$ cat config.mk
export PLATFORM = sky130hd
export DESIGN_NAME = tmz_timer
export DESIGN_NICKNAME = d
export VERILOG_FILES = /design/src/tmz_pkg.sv /design/src/tmz_timer.sv
export SDC_FILE = /design/constraint.sdc
export NUM_CORES = 1
export LEC_CHECK = 0
export BUFFER_PORTS_ARGS = -buffer_cell sky130_fd_sc_hd__buf_2
export CORE_UTILIZATION = 30
export DETAILED_ROUTE_END_ITERATION = 6
export GPL_TIMING_DRIVEN = 0
export RECOVER_POWER = 25
export SLEW_MARGIN = 10
export SYNTH_ARGS = -nofsm -noshare
export SYNTH_HDL_FRONTEND = slang
export SYNTH_SLANG_ARGS = --single-unit
$ cat constraint.sdc
create_clock -name i_core_clk -period 1.9 [get_ports i_core_clk]
set_input_delay 0.19 -clock i_core_clk [delete_from_list [all_inputs] [get_ports i_core_clk]]
set_output_delay 0.19 -clock i_core_clk [all_outputs]
set_load 0.02 [all_outputs]
$ cat src/tmz_pkg.sv
// Shared constants and types for the timer with shared prescaler
package tmz_pkg;

    // ------------------------------------------------------------
    // Register map (byte addresses, one word each)
    // ------------------------------------------------------------
    localparam logic [3:0] TMZ_OFS_COUNT  = 4'h0;
    localparam logic [3:0] TMZ_OFS_OPTION = 4'h4;
    localparam logic [3:0] TMZ_OFS_INTCTL = 4'h8;
    localparam logic [3:0] TMZ_OFS_CMD    = 4'hc;

    // ------------------------------------------------------------
    // Field positions
    // ------------------------------------------------------------
    localparam int TMZ_OPT_CS_BIT     = 5;
    localparam int TMZ_OPT_SE_BIT     = 4;
    localparam int TMZ_OPT_PSA_BIT    = 3;
    localparam int TMZ_OPT_PS_LSB     = 0;
    localparam int TMZ_INT_IEN_BIT    = 5;
    localparam int TMZ_INT_FLAG_BIT   = 2;
    localparam int TMZ_CMD_CLRWD_BIT  = 0;

    // ------------------------------------------------------------
    // Reset values
    // ------------------------------------------------------------
    localparam logic [7:0] TMZ_OPTION_RST = 8'hff;
    localparam logic [7:0] TMZ_COUNT_RST  = 8'h00;
    localparam logic [7:0] TMZ_PSC_RST    = 8'h00;

    // ------------------------------------------------------------
    // Timing
    // ------------------------------------------------------------
    localparam int         TMZ_CLK_PERIOD_PS = 5000;
    localparam int         TMZ_TOSC_PS       = 5000;
    localparam int         TMZ_TOSC_CYC      = TMZ_TOSC_PS / TMZ_CLK_PERIOD_PS;
    localparam logic [1:0] TMZ_INHIBIT_INSTR = 2'h2;

    // Internal phases of one instruction cycle
    typedef enum logic [3:0] {
        TMZ_Q1 = 4'b0001,
        TMZ_Q2 = 4'b0010,
        TMZ_Q3 = 4'b0100,
        TMZ_Q4 = 4'b1000
    } tmz_phase_t;

endpackage

$ cat src/tmz_timer.sv
// 8-bit timer/counter with prescaler shared with the watchdog
//
// Decided for this implementation: the Wishbone interface to the registers and the address map.
`timescale 1ns/1ps
module tmz_timer
(
    // Clock and reset
    input  wire logic        i_core_clk,
    input  wire logic        i_rst_n,
    // Wishbone slave
    input  wire logic        i_wb_cyc,
    input  wire logic        i_wb_stb,
    input  wire logic        i_wb_we,
    input  wire logic [3:0]  i_wb_adr,
    input  wire logic [3:0]  i_wb_sel,
    input  wire logic [31:0] i_wb_dat,
    output logic      [31:0] o_wb_dat,
    output logic             o_wb_ack,
    // Core and watchdog
    input  wire logic        i_sleep,
    input  wire logic        i_wdt_base_tick,
    output logic             o_wdt_tick,
    output logic             o_wdt_clear,
    output logic             o_timer_irq,
    // External count pin
    input  wire logic        i_ext_count_pin
);

    // ------------------------------------------------------------
    // Declarations
    // ------------------------------------------------------------
    tmz_pkg::tmz_phase_t phase_ff;
    logic [7:0]  timer_count_reg_ff;
    logic [5:0]  option_ff;
    logic        timer_irq_enable_ff;
    logic        timer_overflow_flag_ff;
    logic [7:0]  psc_ff;
    logic [1:0]  inhib_ff;
    logic        pin_meta_ff;
    logic        pin_sync_ff;
    logic        lvl_prev_ff;
    logic        samp_ff;
    logic        wdt_prev_ff;
    logic        ack_ff;
    logic [31:0] rdat_ff;
    logic        wdt_tick_ff;
    logic        wdt_clear_ff;
    logic        irq_ff;

    logic        clock_source_select;
    logic        source_edge_select;
    logic        prescaler_assign;
    logic [2:0]  prescale_ratio;
    logic        bus_req;
    logic        bus_wr;
    logic        lane0;
    logic        count_wr;
    logic        option_wr;
    logic        intctl_wr;
    logic        clear_watchdog_cmd;
    logic        instr_tick;
    logic        sample_phase;
    logic        src_lvl;
    logic        ext_evt;
    logic        psc_evt;
    logic        psc_clr;
    logic        psc_out;
    logic        samp_in;
    logic        samp_rise;
    logic        timer_inc;
    logic        overflow;
    logic        flag_clr;
    logic [31:0] nxt_rdat;

    assign clock_source_select = option_ff[tmz_pkg::TMZ_OPT_CS_BIT];
    assign source_edge_select  = option_ff[tmz_pkg::TMZ_OPT_SE_BIT];
    assign prescaler_assign    = option_ff[tmz_pkg::TMZ_OPT_PSA_BIT];
    assign prescale_ratio      = option_ff[tmz_pkg::TMZ_OPT_PS_LSB +: 3];

    // ------------------------------------------------------------
    // Wishbone decode
    // ------------------------------------------------------------
    assign bus_req   = i_wb_cyc && i_wb_stb && !ack_ff;
    assign bus_wr    = bus_req && i_wb_we;
    assign lane0     = i_wb_sel[0];
    assign count_wr  = bus_wr && lane0 && (i_wb_adr == tmz_pkg::TMZ_OFS_COUNT);
    assign option_wr = bus_wr && lane0 && (i_wb_adr == tmz_pkg::TMZ_OFS_OPTION);
    assign intctl_wr = bus_wr && lane0 && (i_wb_adr == tmz_pkg::TMZ_OFS_INTCTL);
    assign clear_watchdog_cmd = bus_wr && lane0 && (i_wb_adr == tmz_pkg::TMZ_OFS_CMD)
                                && i_wb_dat[tmz_pkg::TMZ_CMD_CLRWD_BIT];

    always_ff @(posedge i_core_clk)
    begin
        if (!i_rst_n)
            ack_ff <= 1'b0;
        else
            ack_ff <= bus_req;
    end

    // Prescaler count is deliberately absent from the read map
    always_comb
    begin
        nxt_rdat = 32'h0000_0000;
        case (i_wb_adr)
            tmz_pkg::TMZ_OFS_COUNT:  nxt_rdat[7:0] = timer_count_reg_ff;
            tmz_pkg::TMZ_OFS_OPTION: nxt_rdat[5:0] = option_ff;
            tmz_pkg::TMZ_OFS_INTCTL:
            begin
                nxt_rdat[tmz_pkg::TMZ_INT_IEN_BIT]  = timer_irq_enable_ff;
                nxt_rdat[tmz_pkg::TMZ_INT_FLAG_BIT] = timer_overflow_flag_ff;
            end
            default: nxt_rdat = 32'h0000_0000;
        endcase
    end

    always_ff @(posedge i_core_clk)
    begin
        if (!i_rst_n)
            rdat_ff <= 32'h0000_0000;
        else if (bus_req && !i_wb_we)
            rdat_ff <= nxt_rdat;
    end

    // ------------------------------------------------------------
    // Option and interrupt control
    // ------------------------------------------------------------
    // Assignment and ratio may be rewritten at any time
    always_ff @(posedge i_core_clk)
    begin
        if (!i_rst_n)
            option_ff <= tmz_pkg::TMZ_OPTION_RST[5:0];
        else if (option_wr)
            option_ff <= i_wb_dat[5:0];
    end

    always_ff @(posedge i_core_clk)
    begin
        if (!i_rst_n)
            timer_irq_enable_ff <= 1'b0;
        else if (intctl_wr)
            timer_irq_enable_ff <= i_wb_dat[tmz_pkg::TMZ_INT_IEN_BIT];
    end

    assign flag_clr = intctl_wr && !i_wb_dat[tmz_pkg::TMZ_INT_FLAG_BIT];
    assign overflow = timer_inc && (timer_count_reg_ff == 8'hff);

    // Overflow wins over a clear in the same cycle
    always_ff @(posedge i_core_clk)
    begin
        if (!i_rst_n)
            timer_overflow_flag_ff <= 1'b0;
        else if (overflow)
            timer_overflow_flag_ff <= 1'b1;
        else if (flag_clr)
            timer_overflow_flag_ff <= 1'b0;
    end

    always_ff @(posedge i_core_clk)
    begin
        if (!i_rst_n)
            irq_ff <= 1'b0;
        else
            irq_ff <= timer_overflow_flag_ff && timer_irq_enable_ff;
    end

    // ------------------------------------------------------------
    // Phase generator, one instruction cycle is four core clocks
    // ------------------------------------------------------------
    always_ff @(posedge i_core_clk)
    begin
        if (!i_rst_n)
            phase_ff <= tmz_pkg::TMZ_Q1;
        else
        begin
            case (phase_ff)
                tmz_pkg::TMZ_Q1: phase_ff <= tmz_pkg::TMZ_Q2;
                tmz_pkg::TMZ_Q2: phase_ff <= tmz_pkg::TMZ_Q3;
                tmz_pkg::TMZ_Q3: phase_ff <= tmz_pkg::TMZ_Q4;
                tmz_pkg::TMZ_Q4: phase_ff <= tmz_pkg::TMZ_Q1;
                default:         phase_ff <= tmz_pkg::TMZ_Q1;
            endcase
        end
    end

    assign instr_tick   = (phase_ff == tmz_pkg::TMZ_Q4);
    assign sample_phase = (phase_ff == tmz_pkg::TMZ_Q2) || (phase_ff == tmz_pkg::TMZ_Q4);

    // ------------------------------------------------------------
    // External pin synchroniser and edge select
    // ------------------------------------------------------------
    always_ff @(posedge i_core_clk)
    begin
        if (!i_rst_n)
        begin
            pin_meta_ff <= 1'b0;
            pin_sync_ff <= 1'b0;
            // Matches falling-edge select after reset, so no false edge follows
            lvl_prev_ff <= 1'b1;
        end
        else
        begin
            pin_meta_ff <= i_ext_count_pin;
            pin_sync_ff <= pin_meta_ff;
            lvl_prev_ff <= src_lvl;
        end
    end

    // Inverting the pin turns a falling edge into a rising one
    assign src_lvl = pin_sync_ff ^ source_edge_select;
    assign ext_evt = src_lvl && !lvl_prev_ff;

    // ------------------------------------------------------------
    // Shared prescaler
    // ------------------------------------------------------------
    // One counter, fed by whichever side owns it
    always_comb
    begin
        if (prescaler_assign)
            psc_evt = i_wdt_base_tick;
        else if (clock_source_select)
            psc_evt = ext_evt && !i_sleep;
        else
            psc_evt = instr_tick && !i_sleep;
    end

    assign psc_clr = (count_wr && !prescaler_assign)
                     || (clear_watchdog_cmd && prescaler_assign);

    always_ff @(posedge i_core_clk)
    begin
        if (!i_rst_n)
            psc_ff <= tmz_pkg::TMZ_PSC_RST;
        else if (psc_clr)
            psc_ff <= tmz_pkg::TMZ_PSC_RST;
        else if (psc_evt)
            psc_ff <= psc_ff + 8'h01;
    end

    // Bit n toggles every 2^n events, a period of 2^(n+1)
    assign psc_out = psc_ff[prescale_ratio];

    // ------------------------------------------------------------
    // Synchroniser at phases two and four
    // ------------------------------------------------------------
    assign samp_in = (clock_source_select && prescaler_assign) ? src_lvl : psc_out;

    always_ff @(posedge i_core_clk)
    begin
        // Reset high: the inverted idle pin reads high, which must not count
        if (!i_rst_n)
            samp_ff <= 1'b1;
        else if (sample_phase)
            samp_ff <= samp_in;
    end

    assign samp_rise = sample_phase && samp_in && !samp_ff;

    // ------------------------------------------------------------
    // Count register
    // ------------------------------------------------------------
    always_comb
    begin
        timer_inc = 1'b0;
        if (!i_sleep && (inhib_ff == 2'h0) && !count_wr)
        begin
            if (!clock_source_select && prescaler_assign)
                timer_inc = instr_tick;
            else
                timer_inc = samp_rise;
        end
    end

    always_ff @(posedge i_core_clk)
    begin
        if (!i_rst_n)
            inhib_ff <= 2'h0;
        else if (count_wr)
            inhib_ff <= tmz_pkg::TMZ_INHIBIT_INSTR;
        else if (instr_tick && (inhib_ff != 2'h0))
            inhib_ff <= inhib_ff - 2'h1;
    end

    always_ff @(posedge i_core_clk)
    begin
        if (!i_rst_n)
            timer_count_reg_ff <= tmz_pkg::TMZ_COUNT_RST;
        else if (count_wr)
            timer_count_reg_ff <= i_wb_dat[7:0];
        else if (timer_inc)
            timer_count_reg_ff <= timer_count_reg_ff + 8'h01;
    end

    // ------------------------------------------------------------
    // Watchdog side
    // ------------------------------------------------------------
    always_ff @(posedge i_core_clk)
    begin
        if (!i_rst_n)
        begin
            wdt_prev_ff  <= 1'b0;
            wdt_tick_ff  <= 1'b0;
            wdt_clear_ff <= 1'b0;
        end
        else
        begin
            wdt_prev_ff  <= psc_out;
            wdt_tick_ff  <= prescaler_assign && psc_out && !wdt_prev_ff;
            wdt_clear_ff <= clear_watchdog_cmd;
        end
    end

    assign o_wb_ack    = ack_ff;
    assign o_wb_dat    = rdat_ff;
    assign o_wdt_tick  = wdt_tick_ff;
    assign o_wdt_clear = wdt_clear_ff;
    assign o_timer_irq = irq_ff;
endmodule

==> impl_results.md, run 1 <==
* Sequential fraction of the synthesis area at between 30% and 40%
* Fin nets at approximately 420
* Minimum clock period at approximately 1800 ps
* Slowest stage cell, crit path: or4_4
* Total Power at 1.885 mW
* Post-route ant nets at 0
* Worst flop-to-flop path endpoint: timer_count_reg_ff[6]$_SDFFE_PN0P_
* Post-Route WL at 6213 µm
* Mapped Avg Cell Area at ~8.4 µm²
* Leakage power total at roughly 1.3 nW
* Synth unique cells at 53
* Fraction of layout cells with a size suffix above 1 at between 20% and 30%
* Fin. max-slew vios at 0
* Synthesized cell area at ~0.0026 mm²
* Longest Clk Path Bufs at 2
* First-pass GRT wire length at a little over 10000 µm
* R2r setup slk at roughly 52 ps
* Crit Path Class: flop to flop
* Die X at 94.81 µm
* Final WS setup at 52.46 ps
* DRC Markers at 0
* Clock Latency Late Sink at about 300 ps
* Most common cell in the netlist: dfxtp_1
* Register area at 944.7 µm²
* Via density at 4.870
* Worst path bufs/invs at 1
* Final Hold Viols at 0
* Synth area leader: dfxtp_1
* Final RePlAce weighted congestion at about 0.87
* Total global routing track utilization at approximately 15%
* Yosys reg bits at 47
* Critical path cell sequence: inv_1, ha_1, nor3b_4, nand3_2, or4_4, a211o_1, nand3_2
* Pin count of the biggest net entering global routing at 14
* PortBufs at 32
* Worst slew pin tran at roughly 600 ps
* Max Freq at roughly 540 MHz
* Initial antenna violation count at 0
* Post-synth top flop: dfxtp_1
* Top post-synthesis cells by count: dfxtp_1, nand2_1, buf_4
* Fillers at roughly 900
* Nature of the critical path startpoint: flop
* Site row count at 33
* Global route overflow at 0
* WP depth at 7
* H-Tree Depth at 2
* CTS tree: done
* Most Frequent Cell on Critical Path: nand3_2
* Number of antenna diodes at 0
* Hold Path End: pin_meta_ff$_SDFF_PN0_
* R2R depth at 7
* Outcome: completed
* Area occupied by multi-input gates at 0.001520 mm²
* Layout Skew at 4.305 ps
* Post-place setup slack at -108.2 ps
* Boundary Pins at 84
* Hold path depth at 2
* CTS Buf Count at 5
* Maximum vdd ir drop at 255.6 µV
* Core Region at 0.008258 mm²
* Required time worst endpoint at between 2000 and 2500 ps
* Post-DP HPWL at between 4000 and 5000 µm
* Wire per inst at about 13 µm
* RSZ-0062 raised after global routing: true
* Post-synth EDFFs at 0
* Largest stage delay on the critical path at a little under 500 ps
* Synth area leaders: dfxtp_1, buf_4, mux2i_1
* Rel. slew slack at about three fifths
* Iter 0 DRT Violations at between 150 and 200
* Crit-path max FO at 6
* Synth async-reset ratio at 0%
* Synth top area share at between 30% and 40%
* Clk root buf: clkbuf_8
* Hold_buf cts at 0
* Worst r2r src: inhib_ff[0]$_SDFFE_PP0P_
* TritonCTS Sinks at between 40 and 50
* Critical path's top delay family: simple AND/OR/NAND/NOR gates
* Critical path endpoint category: flop
* Vias post-DR at ~2300
* Worst min path class: input port to flop
* Pre-antenna DRT Iters at 4
* Clk pin slew, worst setup/hold paths at roughly 80 ps
* Initial Utilization at approximately 31%
* Hold path startpoint: i_ext_count_pin
* WP data arrival at around 2100 ps
* Setup violations, final at 0
* Die footprint at 0.008988 mm²
* Final Cycle Share at around 97%
* Vias in the first global route at between 2000 and 2500
* Power Density at 604.9 mW/mm²
* Syn Inst Count at 306
* Maxcap violations at 0
* Die Ht at ~95 µm
* Synthesis Warnings at 0
* Area grow syn2layout at 20.58%
[what timing repair did]
item / CTS / global route
endpoints found under the hold margin: 0 / 0
gates resized for setup: 1 / 10
endpoints found under the setup margin: 1 / 17
pin swaps: 0 / 3
buffers inserted: 0 / 4
[state kept, by name, indices dropped and copies added (netlist names)]
register / count
inhib_ff: 2
lvl_prev_ff: 1
o_timer_irq: 1
o_wb_ack: 1
o_wb_dat: 8
o_wdt_clear: 1
o_wdt_tick: 1
option_ff: 6
phase_ff: 4
pin_meta_ff: 1
pin_sync_ff: 1
psc_ff: 8
samp_ff: 1
timer_count_reg_ff: 8
timer_irq_enable_ff: 1
timer_overflow_flag_ff: 1
wdt_prev_ff: 1
[cell families after synthesis]
group | count (synthesis) | share of synthesized area [%]
compound gates | 60 | 15.30
xor+xnor | 4 | 1.356
fa+ha+maj | 3 | 1.453
buf+inv | 43 | 10.12
flops | 47 | 36.42
mux | 18 | 7.215
other cells | 1 | 0.1451
simple gates | 130 | 27.99
[area by class of cell]
type / instances / share of cell area (%)
repair buffers: 36 / 5.783
multi-input cells: 239 / 48.80
flip-flops and latches: 47 / 30.32
well taps: 105 / 4.217
inverters: 7 / 0.8434
clock inverters: 1 / 0.1606
clock buffers: 7 / 2.450
plain buffers: 35 / 7.430
[worst register-to-register path, cell delays in order, from the launching register on]
cell and delay [ps]:
dfxtp_1 330, inv_1 60, ha_1 190, nor3b_4 200
nand3_2 180, or4_4 490, a211o_1 290, nand3_2 70
[routing by layer]
metal,wire [µm],vias to the layer above,GRT usage (%)
li1,-,1188,-
met1,3063,1071,20.80
met2,2752,60,22.42
met3,362,4,3.945
met4,35,0,3.030
met5,0,-,0
[report_power, final]
group	switching [mW]	leakage, nW	internal (mW)	total [mW]
sequential	0.0320	0.381	1.01	1.04
clock	0.333	0.0422	0.259	0.592
combinational	0.148	0.837	0.103	0.251
[through the flow]
stage               TNS [ps]  util, %  cells  cell area [µm²]  hold WS [ps]
floorplan                  0        -    329             2670         317.3
global placement      -372.5    35.86    466             2962         403.5
detailed placement    -529.3    35.86    466             2962         400.5
CTS                        0    36.94    474             3050         80.35
global route          -185.7    37.73    477             3115         74.04
finish                     0    37.73    477             3115         84.99
[layout by cell type, fill, tap and decap left out, drive strengths merged, types with 3 or more instances in the layout]
master	netlist	final
buf	28	56
dfxtp	47	47
nand2	27	27
conb	1	24
clkbuf	8	22
o21ai	19	19
a21oi	18	18
nor2	17	17
mux2i	16	16
nand3	15	15
nor3	13	13
or3	10	10
nor4	9	9
inv	7	7
and2	6	6
nand4	4	4
and3	4	4
nand2b	3	3
nor4b	3	3
or2	3	3
nor2b	3	3
and3b	3	3
o31a	3	3
o211ai	3	3
o211a	3	3
a211oi	3	3
ha	3	3
xor2	3	3
or4	3	3
nor3b	3	3
[worst max path at each step]
stage	endpoint	slack, ps	from
after floorplan	timer_count_reg_ff[6]$_SDFFE_PN0P_	180	option_ff[0]$_SDFFE_PN1P_
after global placement	timer_count_reg_ff[1]$_SDFFE_PN0P_	-80	i_wb_adr[3]
after detailed placement	timer_count_reg_ff[5]$_SDFFE_PN0P_	-110	i_wb_adr[3]
after CTS	timer_count_reg_ff[6]$_SDFFE_PN0P_	10	option_ff[3]$_SDFFE_PN1P_
after global routing	timer_count_reg_ff[2]$_SDFFE_PN0P_	-80	inhib_ff[0]$_SDFFE_PP0P_
final	timer_count_reg_ff[6]$_SDFFE_PN0P_	50	inhib_ff[0]$_SDFFE_PP0P_
Note: power is estimated with default switching activity, not from simulation.
==> run 2: changes to the inputs <==
--- a/config.mk
+++ b/config.mk
@@ -6,9 +6,10 @@
 export NUM_CORES = 1
 export LEC_CHECK = 0
 export BUFFER_PORTS_ARGS = -buffer_cell sky130_fd_sc_hd__buf_2
-export CORE_UTILIZATION = 30
+export CORE_UTILIZATION = 38
 export DETAILED_ROUTE_END_ITERATION = 6
 export GPL_TIMING_DRIVEN = 0
+export MAX_ROUTING_LAYER = met4
 export RECOVER_POWER = 25
 export SLEW_MARGIN = 10
 export SYNTH_ARGS = -nofsm -noshare
==> run 2 against run 1 <==
Sequential power hardly changed. Critical path depth is the same. Non-clock buffer count unchanged. The run now ends with DRC left. Largest power group unchanged. Sequential share of layout area barely moved. Clock power is 15% higher. Global-route usage rose by 4.5 points. Via count increased by 0.95%. Combinational power barely moved. Hold slack improved by 5.8 ps. Core utilization grew 11 points. Wire length increased by 2.4%. Fmax rose by 1.8%.
==> impl_results.md, run 2 (same netlist as run 1, synthesis figures left out) <==
* Vias in the first global route at 2195 (was 2076)
* Worst flop-to-flop path endpoint: timer_count_reg_ff[6]$_SDFFE_PN0P_ (unchanged)
* TritonCTS Sinks at 47 (unchanged)
* Core Util, Final at 48.49% (was 37.73%)
* Critical path's top delay family: simple AND/OR/NAND/NOR gates (unchanged)
* Final RePlAce weighted congestion at 0.8448 (was 0.8698)
* Post-route ant nets at 0 (unchanged)
* Vias post-DR at 2345 (was 2323)
* RSZ-0062 raised after global routing: true (unchanged)
* Pre-antenna DRT Iters at 6 (was 4)
* Commonest non-fill, non-tap cell in the layout: dfxtp_1 (unchanged)
* Fillers at 644 (was 874)
* H-Tree Depth at 2 (unchanged)
* Rel. slew slack at 61.82% (was 59.20%)
* Leakage power total at 1.261 nW (was 1.260 nW)
* Final Cycle Share at 95.50% (was 97.24%)
* Post-DP HPWL at 4661 µm (was 4650 µm)
* Worst slew pin tran at 564.9 ps (was 607.4 ps)
* Hold path startpoint: i_ext_count_pin (unchanged)
* Clock power share at 34.5% (was 31.4%)
* Die X at 84.46 µm (was 94.81 µm)
* Slowest stage cell, crit path: or4_4 (unchanged)
* Iter 0 DRT Violations at 134 (was 152)
* Maxcap violations at 0 (unchanged)
* Area occupied by multi-input gates at 0.001551 mm² (was 0.001520 mm²)
* Flop pwr share at 52.8% (was 55.3%)
* Die Ht at 84.46 µm (was 94.81 µm)
* Setup TNS at 0 ps (unchanged)
* Net switching power figure at 532.7 µW (was 513.2 µW)
* Initial antenna violation count at 0 (unchanged)
* Max Freq at 551.1 MHz (was 541.3 MHz)
* Minimum clock period at 1815 ps (was 1848 ps)
* Required time worst endpoint at 2150 ps (about the same)
* CTS Buf Count at 5 (unchanged)
* Clk pin slew, worst setup/hold paths at 90 ps (was 80 ps)
* Area grow syn2layout at 21.21% (was 20.58%)
* Fraction of layout cells with a size suffix above 1 at 24.73% (was 21.77%)
* Clk root buf: clkbuf_8 (unchanged)
* Pin count of the biggest net entering global routing at 14 (unchanged)
* Hold_buf cts at 0 (unchanged)
* Hold Path End: pin_meta_ff$_SDFF_PN0_ (unchanged)
* Via density at 5.223 (was 4.870)
* Worst min path class: input port to flop (unchanged)
* Clock Latency Late Sink at 310 ps (was 300 ps)
* Worst path bufs/invs at 1 (unchanged)
* Post-Route WL at 6360 µm (was 6213 µm)
* Site row count at 29 (was 33)
* Initial Utilization at 40.00% (was 31.29%)
* Power Density at 632.2 mW/mm² (was 604.9 mW/mm²)
* R2R depth at 7 (unchanged)
* P_int at 1.447 mW (was 1.372 mW)
* Number of antenna diodes at 0 (unchanged)
* Hold path depth at 2 (unchanged)
* Nature of the critical path startpoint: flop (unchanged)
* Most frequent cells in the layout: dfxtp_1, buf_4, nand2_1 (unchanged)
* Core Region at 0.006459 mm² (was 0.008258 mm²)
* Failing checks: DRC
* Critical path cell sequence: inv_2, ha_4, nor3b_4, nand3_4, or4_4, a211o_1, nand3_2 (was inv_1, ha_1, nor3b_4, nand3_2, or4_4, a211o_1, nand3_2)
* Fin. max-slew vios at 0 (unchanged)
* Maximum vdd ir drop at 280.9 µV (was 255.6 µV)
* Worst r2r src: inhib_ff[1]$_SDFFE_PN0P_ (was inhib_ff[0]$_SDFFE_PP0P_)
* Layout Skew at 5.830 ps (was 4.305 ps)
* WP data arrival at 2070 ps (was 2100 ps)
* Fin nets at 422 (unchanged)
* Largest stage delay on the critical path at 530 ps (was 490 ps)
* Critical path endpoint category: flop (unchanged)
* Global route overflow at 0 (unchanged)
* Crit Path Class: flop to flop (unchanged)
* Combinational Power Share at 12.8% (was 13.3%)
* Final Hold Viols at 0 (unchanged)
* R2r setup slk at 90 ps (was 50 ps)
* Longest Clk Path Bufs at 2 (unchanged)
* Wire per inst at 14.16 µm (was 13.03 µm)
* CTS tree: done (unchanged)
* Boundary Pins at 84 (unchanged)
* Outcome: finished, violations left (was completed)
* DRC Markers at 3 (was 0)
* Setup violations, final at 0 (unchanged)
* First-pass GRT wire length at 10450 µm (was 10310 µm)
* Switch share at 26.90% (was 27.23%)
* Register area at 950.9 µm² (was 944.7 µm²)
* PortBufs at 32 (unchanged)
* Crit-path max FO at 6 (unchanged)
* Total global routing track utilization at 19.26% (was 14.76%)
* Die footprint at 0.007133 mm² (was 0.008988 mm²)
## run 2: power groups by stage
stage | Combinational (mW) | Clock (mW) | Sequential, mW
2_1_floorplan | 0.182 | 0 | 1.06
3_3_place_gp | 0.243 | 0 | 1.06
3_5_place_dp | 0.243 | 0 | 1.06
4_1_cts | 0.246 | 0.696 | 1.04
5_1_grt | 0.280 | 0.749 | 1.05
6_report | 0.253 | 0.682 | 1.04
## run 2: worst max-delay path by stage
stage	slack, ps	from	depth (start not counted)	to
detailed placement	-20	option_ff[0]$_SDFFE_PN1P_	6	timer_count_reg_ff[6]$_SDFFE_PN0P_
CTS	40	option_ff[0]$_SDFFE_PN1P_	7	timer_count_reg_ff[6]$_SDFFE_PN0P_
floorplan	180	option_ff[0]$_SDFFE_PN1P_	6	timer_count_reg_ff[6]$_SDFFE_PN0P_
finish	90	inhib_ff[1]$_SDFFE_PN0P_	7	timer_count_reg_ff[6]$_SDFFE_PN0P_
global placement	-10	i_wb_adr[3]	6	timer_count_reg_ff[7]$_SDFFE_PN0P_
global route	-20	inhib_ff[1]$_SDFFE_PN0P_	7	timer_count_reg_ff[2]$_SDFFE_PN0P_
## run 2: stage by stage
| stage | setup slack (ps) | cells | instance area, µm² | hold WS, ps | power [mW] |
|---|---|---|---|---|---|
| after floorplan | 180.8 | 329 | 2670 | 317.3 | 1.240 |
| after detailed placement | -22.72 | 438 | 2927 | 403.2 | 1.306 |
| after global routing | -16.58 | 449 | 3132 | 101.6 | 2.078 |
| after global placement | -9.552 | 438 | 2927 | 399.6 | 1.305 |
| after CTS | 40.40 | 447 | 3055 | 78.24 | 1.983 |
| final | 85.48 | 449 | 3132 | 90.76 | 1.980 |
## run 2: area by class of cell
cell class | count | share of cell area (%)
flip-flops and latches | 47 | 30.36
clock buffers | 8 | 3.196
multi-input cells | 239 | 49.54
well taps | 77 | 3.076
repair buffers | 37 | 5.953
inverters | 7 | 0.8390
plain buffers | 34 | 7.032
## run 2: layer usage
metal  vias up  GRT usage [%]  wire (µm)
met5         -              -          0
met2        70          29.36       2871
met3         9          4.720        350
met1      1081          24.16       3018
li1       1185              -          -
met4         0          8.629        120
## run 2: timing repair
action                                  4_1_cts  5_1_grt
cloned                                        0        0
setup buffers                                 1        4
endpoints found under the setup margin        5       10
pin swaps                                     1        7
resized for setup                             4       20
==> run 3: changes to the inputs <==
--- a/config.mk
+++ b/config.mk
@@ -6,10 +6,11 @@
 export NUM_CORES = 1
 export LEC_CHECK = 0
 export BUFFER_PORTS_ARGS = -buffer_cell sky130_fd_sc_hd__buf_2
-export CORE_UTILIZATION = 38
+export CORE_UTILIZATION = 48
 export DETAILED_ROUTE_END_ITERATION = 6
 export GPL_TIMING_DRIVEN = 0
 export MAX_ROUTING_LAYER = met4
+export PLACE_DENSITY = 0.76
 export RECOVER_POWER = 25
 export SLEW_MARGIN = 10
 export SYNTH_ARGS = -nofsm -noshare
==> run 3 against run 2 <==
Global-route usage rose by 3.2 points. Clock skew barely moved. Largest power group unchanged. Die area down 20%. Count of clock-buffer cells in the layout down 2. Hold slack better by 4.3 ps. Sequential power barely moved. The run now ends clean.
==> impl_results.md, run 3 (same netlist as run 1, synthesis figures left out) <==
* Pin count of the biggest net entering global routing at 14 (unchanged)
* Fin. max-slew vios at 0 (unchanged)
* Minimum clock period at 1825 ps (was 1815 ps)
* PortBufs at 32 (unchanged)
* Iter 0 DRT Violations at 121 (was 134)
* Fillers at 475 (was 644)
* Crit Path Class: flop to flop (unchanged)
* Setup TNS at 0 ps (unchanged)
* R2R depth at 6 (was 7)
* Post-route cell area at 0.003085 mm² (was 0.003132 mm²)
* Beginning of the critical path: option_ff[0]$_SDFFE_PN1P_ (was inhib_ff[1]$_SDFFE_PN0P_)
* Met3 usage at 4.630% (was 4.720%)
* Die footprint at 0.005680 mm² (was 0.007133 mm²)
* Boundary Pins at 84 (unchanged)
* Grt peak-use layer: met2 (unchanged)
* Post-route ant nets at 0 (unchanged)
* Setup violations, final at 0 (unchanged)
* Worst slew pin tran at 586.0 ps (was 564.9 ps)
* Total global routing track utilization at 22.43% (was 19.26%)
* Required time worst endpoint at 2150 ps (about the same)
* Hold path startpoint: i_ext_count_pin (unchanged)
* Hold_ws at 95.02 ps (was 90.76 ps)
* Global route overflow at 0 (unchanged)
* Area grow syn2layout at 19.42% (was 21.21%)
* Largest stage delay on the critical path at 550 ps (was 530 ps)
* Wire per inst at 13.03 µm (was 14.16 µm)
* Worst r2r src: option_ff[0]$_SDFFE_PN1P_ (was inhib_ff[1]$_SDFFE_PN0P_)
* Longest Clk Path Bufs at 2 (unchanged)
* CTS Buf Count at 5 (unchanged)
* Final Cycle Share at 96.04% (was 95.50%)
* Post-Route WL at 5748 µm (was 6360 µm)
* Maximum vdd ir drop at 309.9 µV (was 280.9 µV)
* Number of antenna diodes at 0 (unchanged)
* Final Hold Viols at 0 (unchanged)
* Hold_buf cts at 0 (unchanged)
* Commonest non-fill, non-tap cell in the layout: dfxtp_1 (unchanged)
* Area occupied by multi-input gates at 0.001523 mm² (was 0.001551 mm²)
* Rel. slew slack at 60.57% (was 61.82%)
* Die Ht at 75.37 µm (was 84.46 µm)
* Critical path cell sequence: buf_6, mux2i_1, a22o_4, or4_4, a211o_1, nand3_2 (was inv_2, ha_4, nor3b_4, nand3_4, or4_4, a211o_1, nand3_2)
* Clk root buf: clkbuf_8 (unchanged)
* Clk pin slew, worst setup/hold paths at 80 ps (was 90 ps)
* Clock Latency Late Sink at 300 ps (was 310 ps)
* Hold path depth at 2 (unchanged)
* Leakage power total at 1.294 nW (was 1.261 nW)
* Post-DP HPWL at 4312 µm (was 4661 µm)
* DRC Markers at 0 (was 3)
* Fin nets at 422 (unchanged)
* Maxcap violations at 0 (unchanged)
* Met1 GRT Util at 27.40% (was 24.16%)
* Register area at 940.9 µm² (was 950.9 µm²)
* Site row count at 26 (was 29)
* CTS tree: done (unchanged)
* Die X at 75.37 µm (was 84.46 µm)
* Vias in the first global route at 2118 (was 2195)
* Pre-antenna DRT Iters at 4 (was 6)
* Initial Utilization at 50.27% (was 40.00%)
* TritonCTS Sinks at 47 (unchanged)
* Layout Skew at 6.121 ps (was 5.830 ps)
* Slowest stage cell, crit path: or4_4 (unchanged)
* Crit-path max FO at 8 (was 6)
* WP data arrival at 2070 ps (about the same)
* Power Density at 614.4 mW/mm² (was 632.2 mW/mm²)
* Dpl cell area at 0.002918 mm² (was 0.002927 mm²)
* Total Power at 1.896 mW (was 1.980 mW)
* Vias post-DR at 2323 (was 2345)
* Core Region at 0.005140 mm² (was 0.006459 mm²)
* Fraction of layout cells with a size suffix above 1 at 24.26% (was 24.73%)
* Outcome: completed (was finished, violations left)
* Worst min path class: input port to flop (unchanged)
* Nature of the critical path startpoint: flop (unchanged)
* Core Util, Final at 60.03% (was 48.49%)
* Final RePlAce weighted congestion at 0.8280 (was 0.8448)
* First-pass GRT wire length at 9397 µm (was 10450 µm)
* Critical path endpoint category: flop (unchanged)
* Most frequent cells in the layout: dfxtp_1, buf_2, buf_4 (was dfxtp_1, buf_4, nand2_1)
* Max Freq at 548.0 MHz (was 551.1 MHz)
* Via density at 5.268 (was 5.223)
* Grt met2 use at 36.11% (was 29.36%)
* Initial antenna violation count at 0 (unchanged)
* H-Tree Depth at 2 (unchanged)
==> run 3: cell count changes in the layout (fill, tap and decap cells not counted), sizes merged <==
cell and delta:
clkinv +1, clkbuf -10, buf +8
==> run 3: path summary, 6_finish.rpt <==
path / to / slack [ps]
worst min-delay path: pin_meta_ff$_SDFF_PN0_ / 100
worst max register to register: timer_count_reg_ff[6]$_SDFFE_PN0P_ / 80
worst max-delay path: timer_count_reg_ff[6]$_SDFFE_PN0P_ / 80
worst min register to register: pin_sync_ff$_SDFF_PN0_ / 440
==> run 3: worst max-delay path: cells and delay by family (launching register included) <==
family	cells	cell delay, ps
and+or+nand+nor	2	620
DFF	1	310
muxes	1	120
AOI/OAI and AO/OA	2	590
buffers and inverters	1	130
==> run 3: stage by stage <==
| stage | instances | worst slack, ps |
|---|---|---|
| after floorplan | 329 | 180.8 |
| after global placement | 431 | -9.157 |
| after detailed placement | 431 | -15.57 |
| after CTS | 439 | 8.353 |
| after global routing | 441 | -0.6131 |
| final | 441 | 75.19 |
==> run 3: cell type report <==
type                    count  area share [%]
clock buffers               6           2.676
clock inverters             1          0.1622
multi-input cells         239           49.35
repair buffers             36           6.123
flip-flops and latches     47           30.49
inverters                   7          0.8516
plain buffers              35           7.502
well taps                  70           2.839
==> run 3: repair_timing <==
action / CTS / global route
setup buffers: 1 / 3
endpoints found under the setup margin: 1 / 17
pin swaps: 1 / 2
resized for setup: 0 / 10
==> run 3: power breakdown <==
part           internal [mW]  total (mW)  switching [mW]
Combinational          0.102       0.249           0.146
Clock                  0.286       0.605           0.319
Sequential              1.01        1.04          0.0310
==> run 3: routing by layer <==
metal	share of wire [%]	wire, µm
met5	0	0
met4	1.4	80
met3	5.2	301
met2	48	2768
met1	45	2596
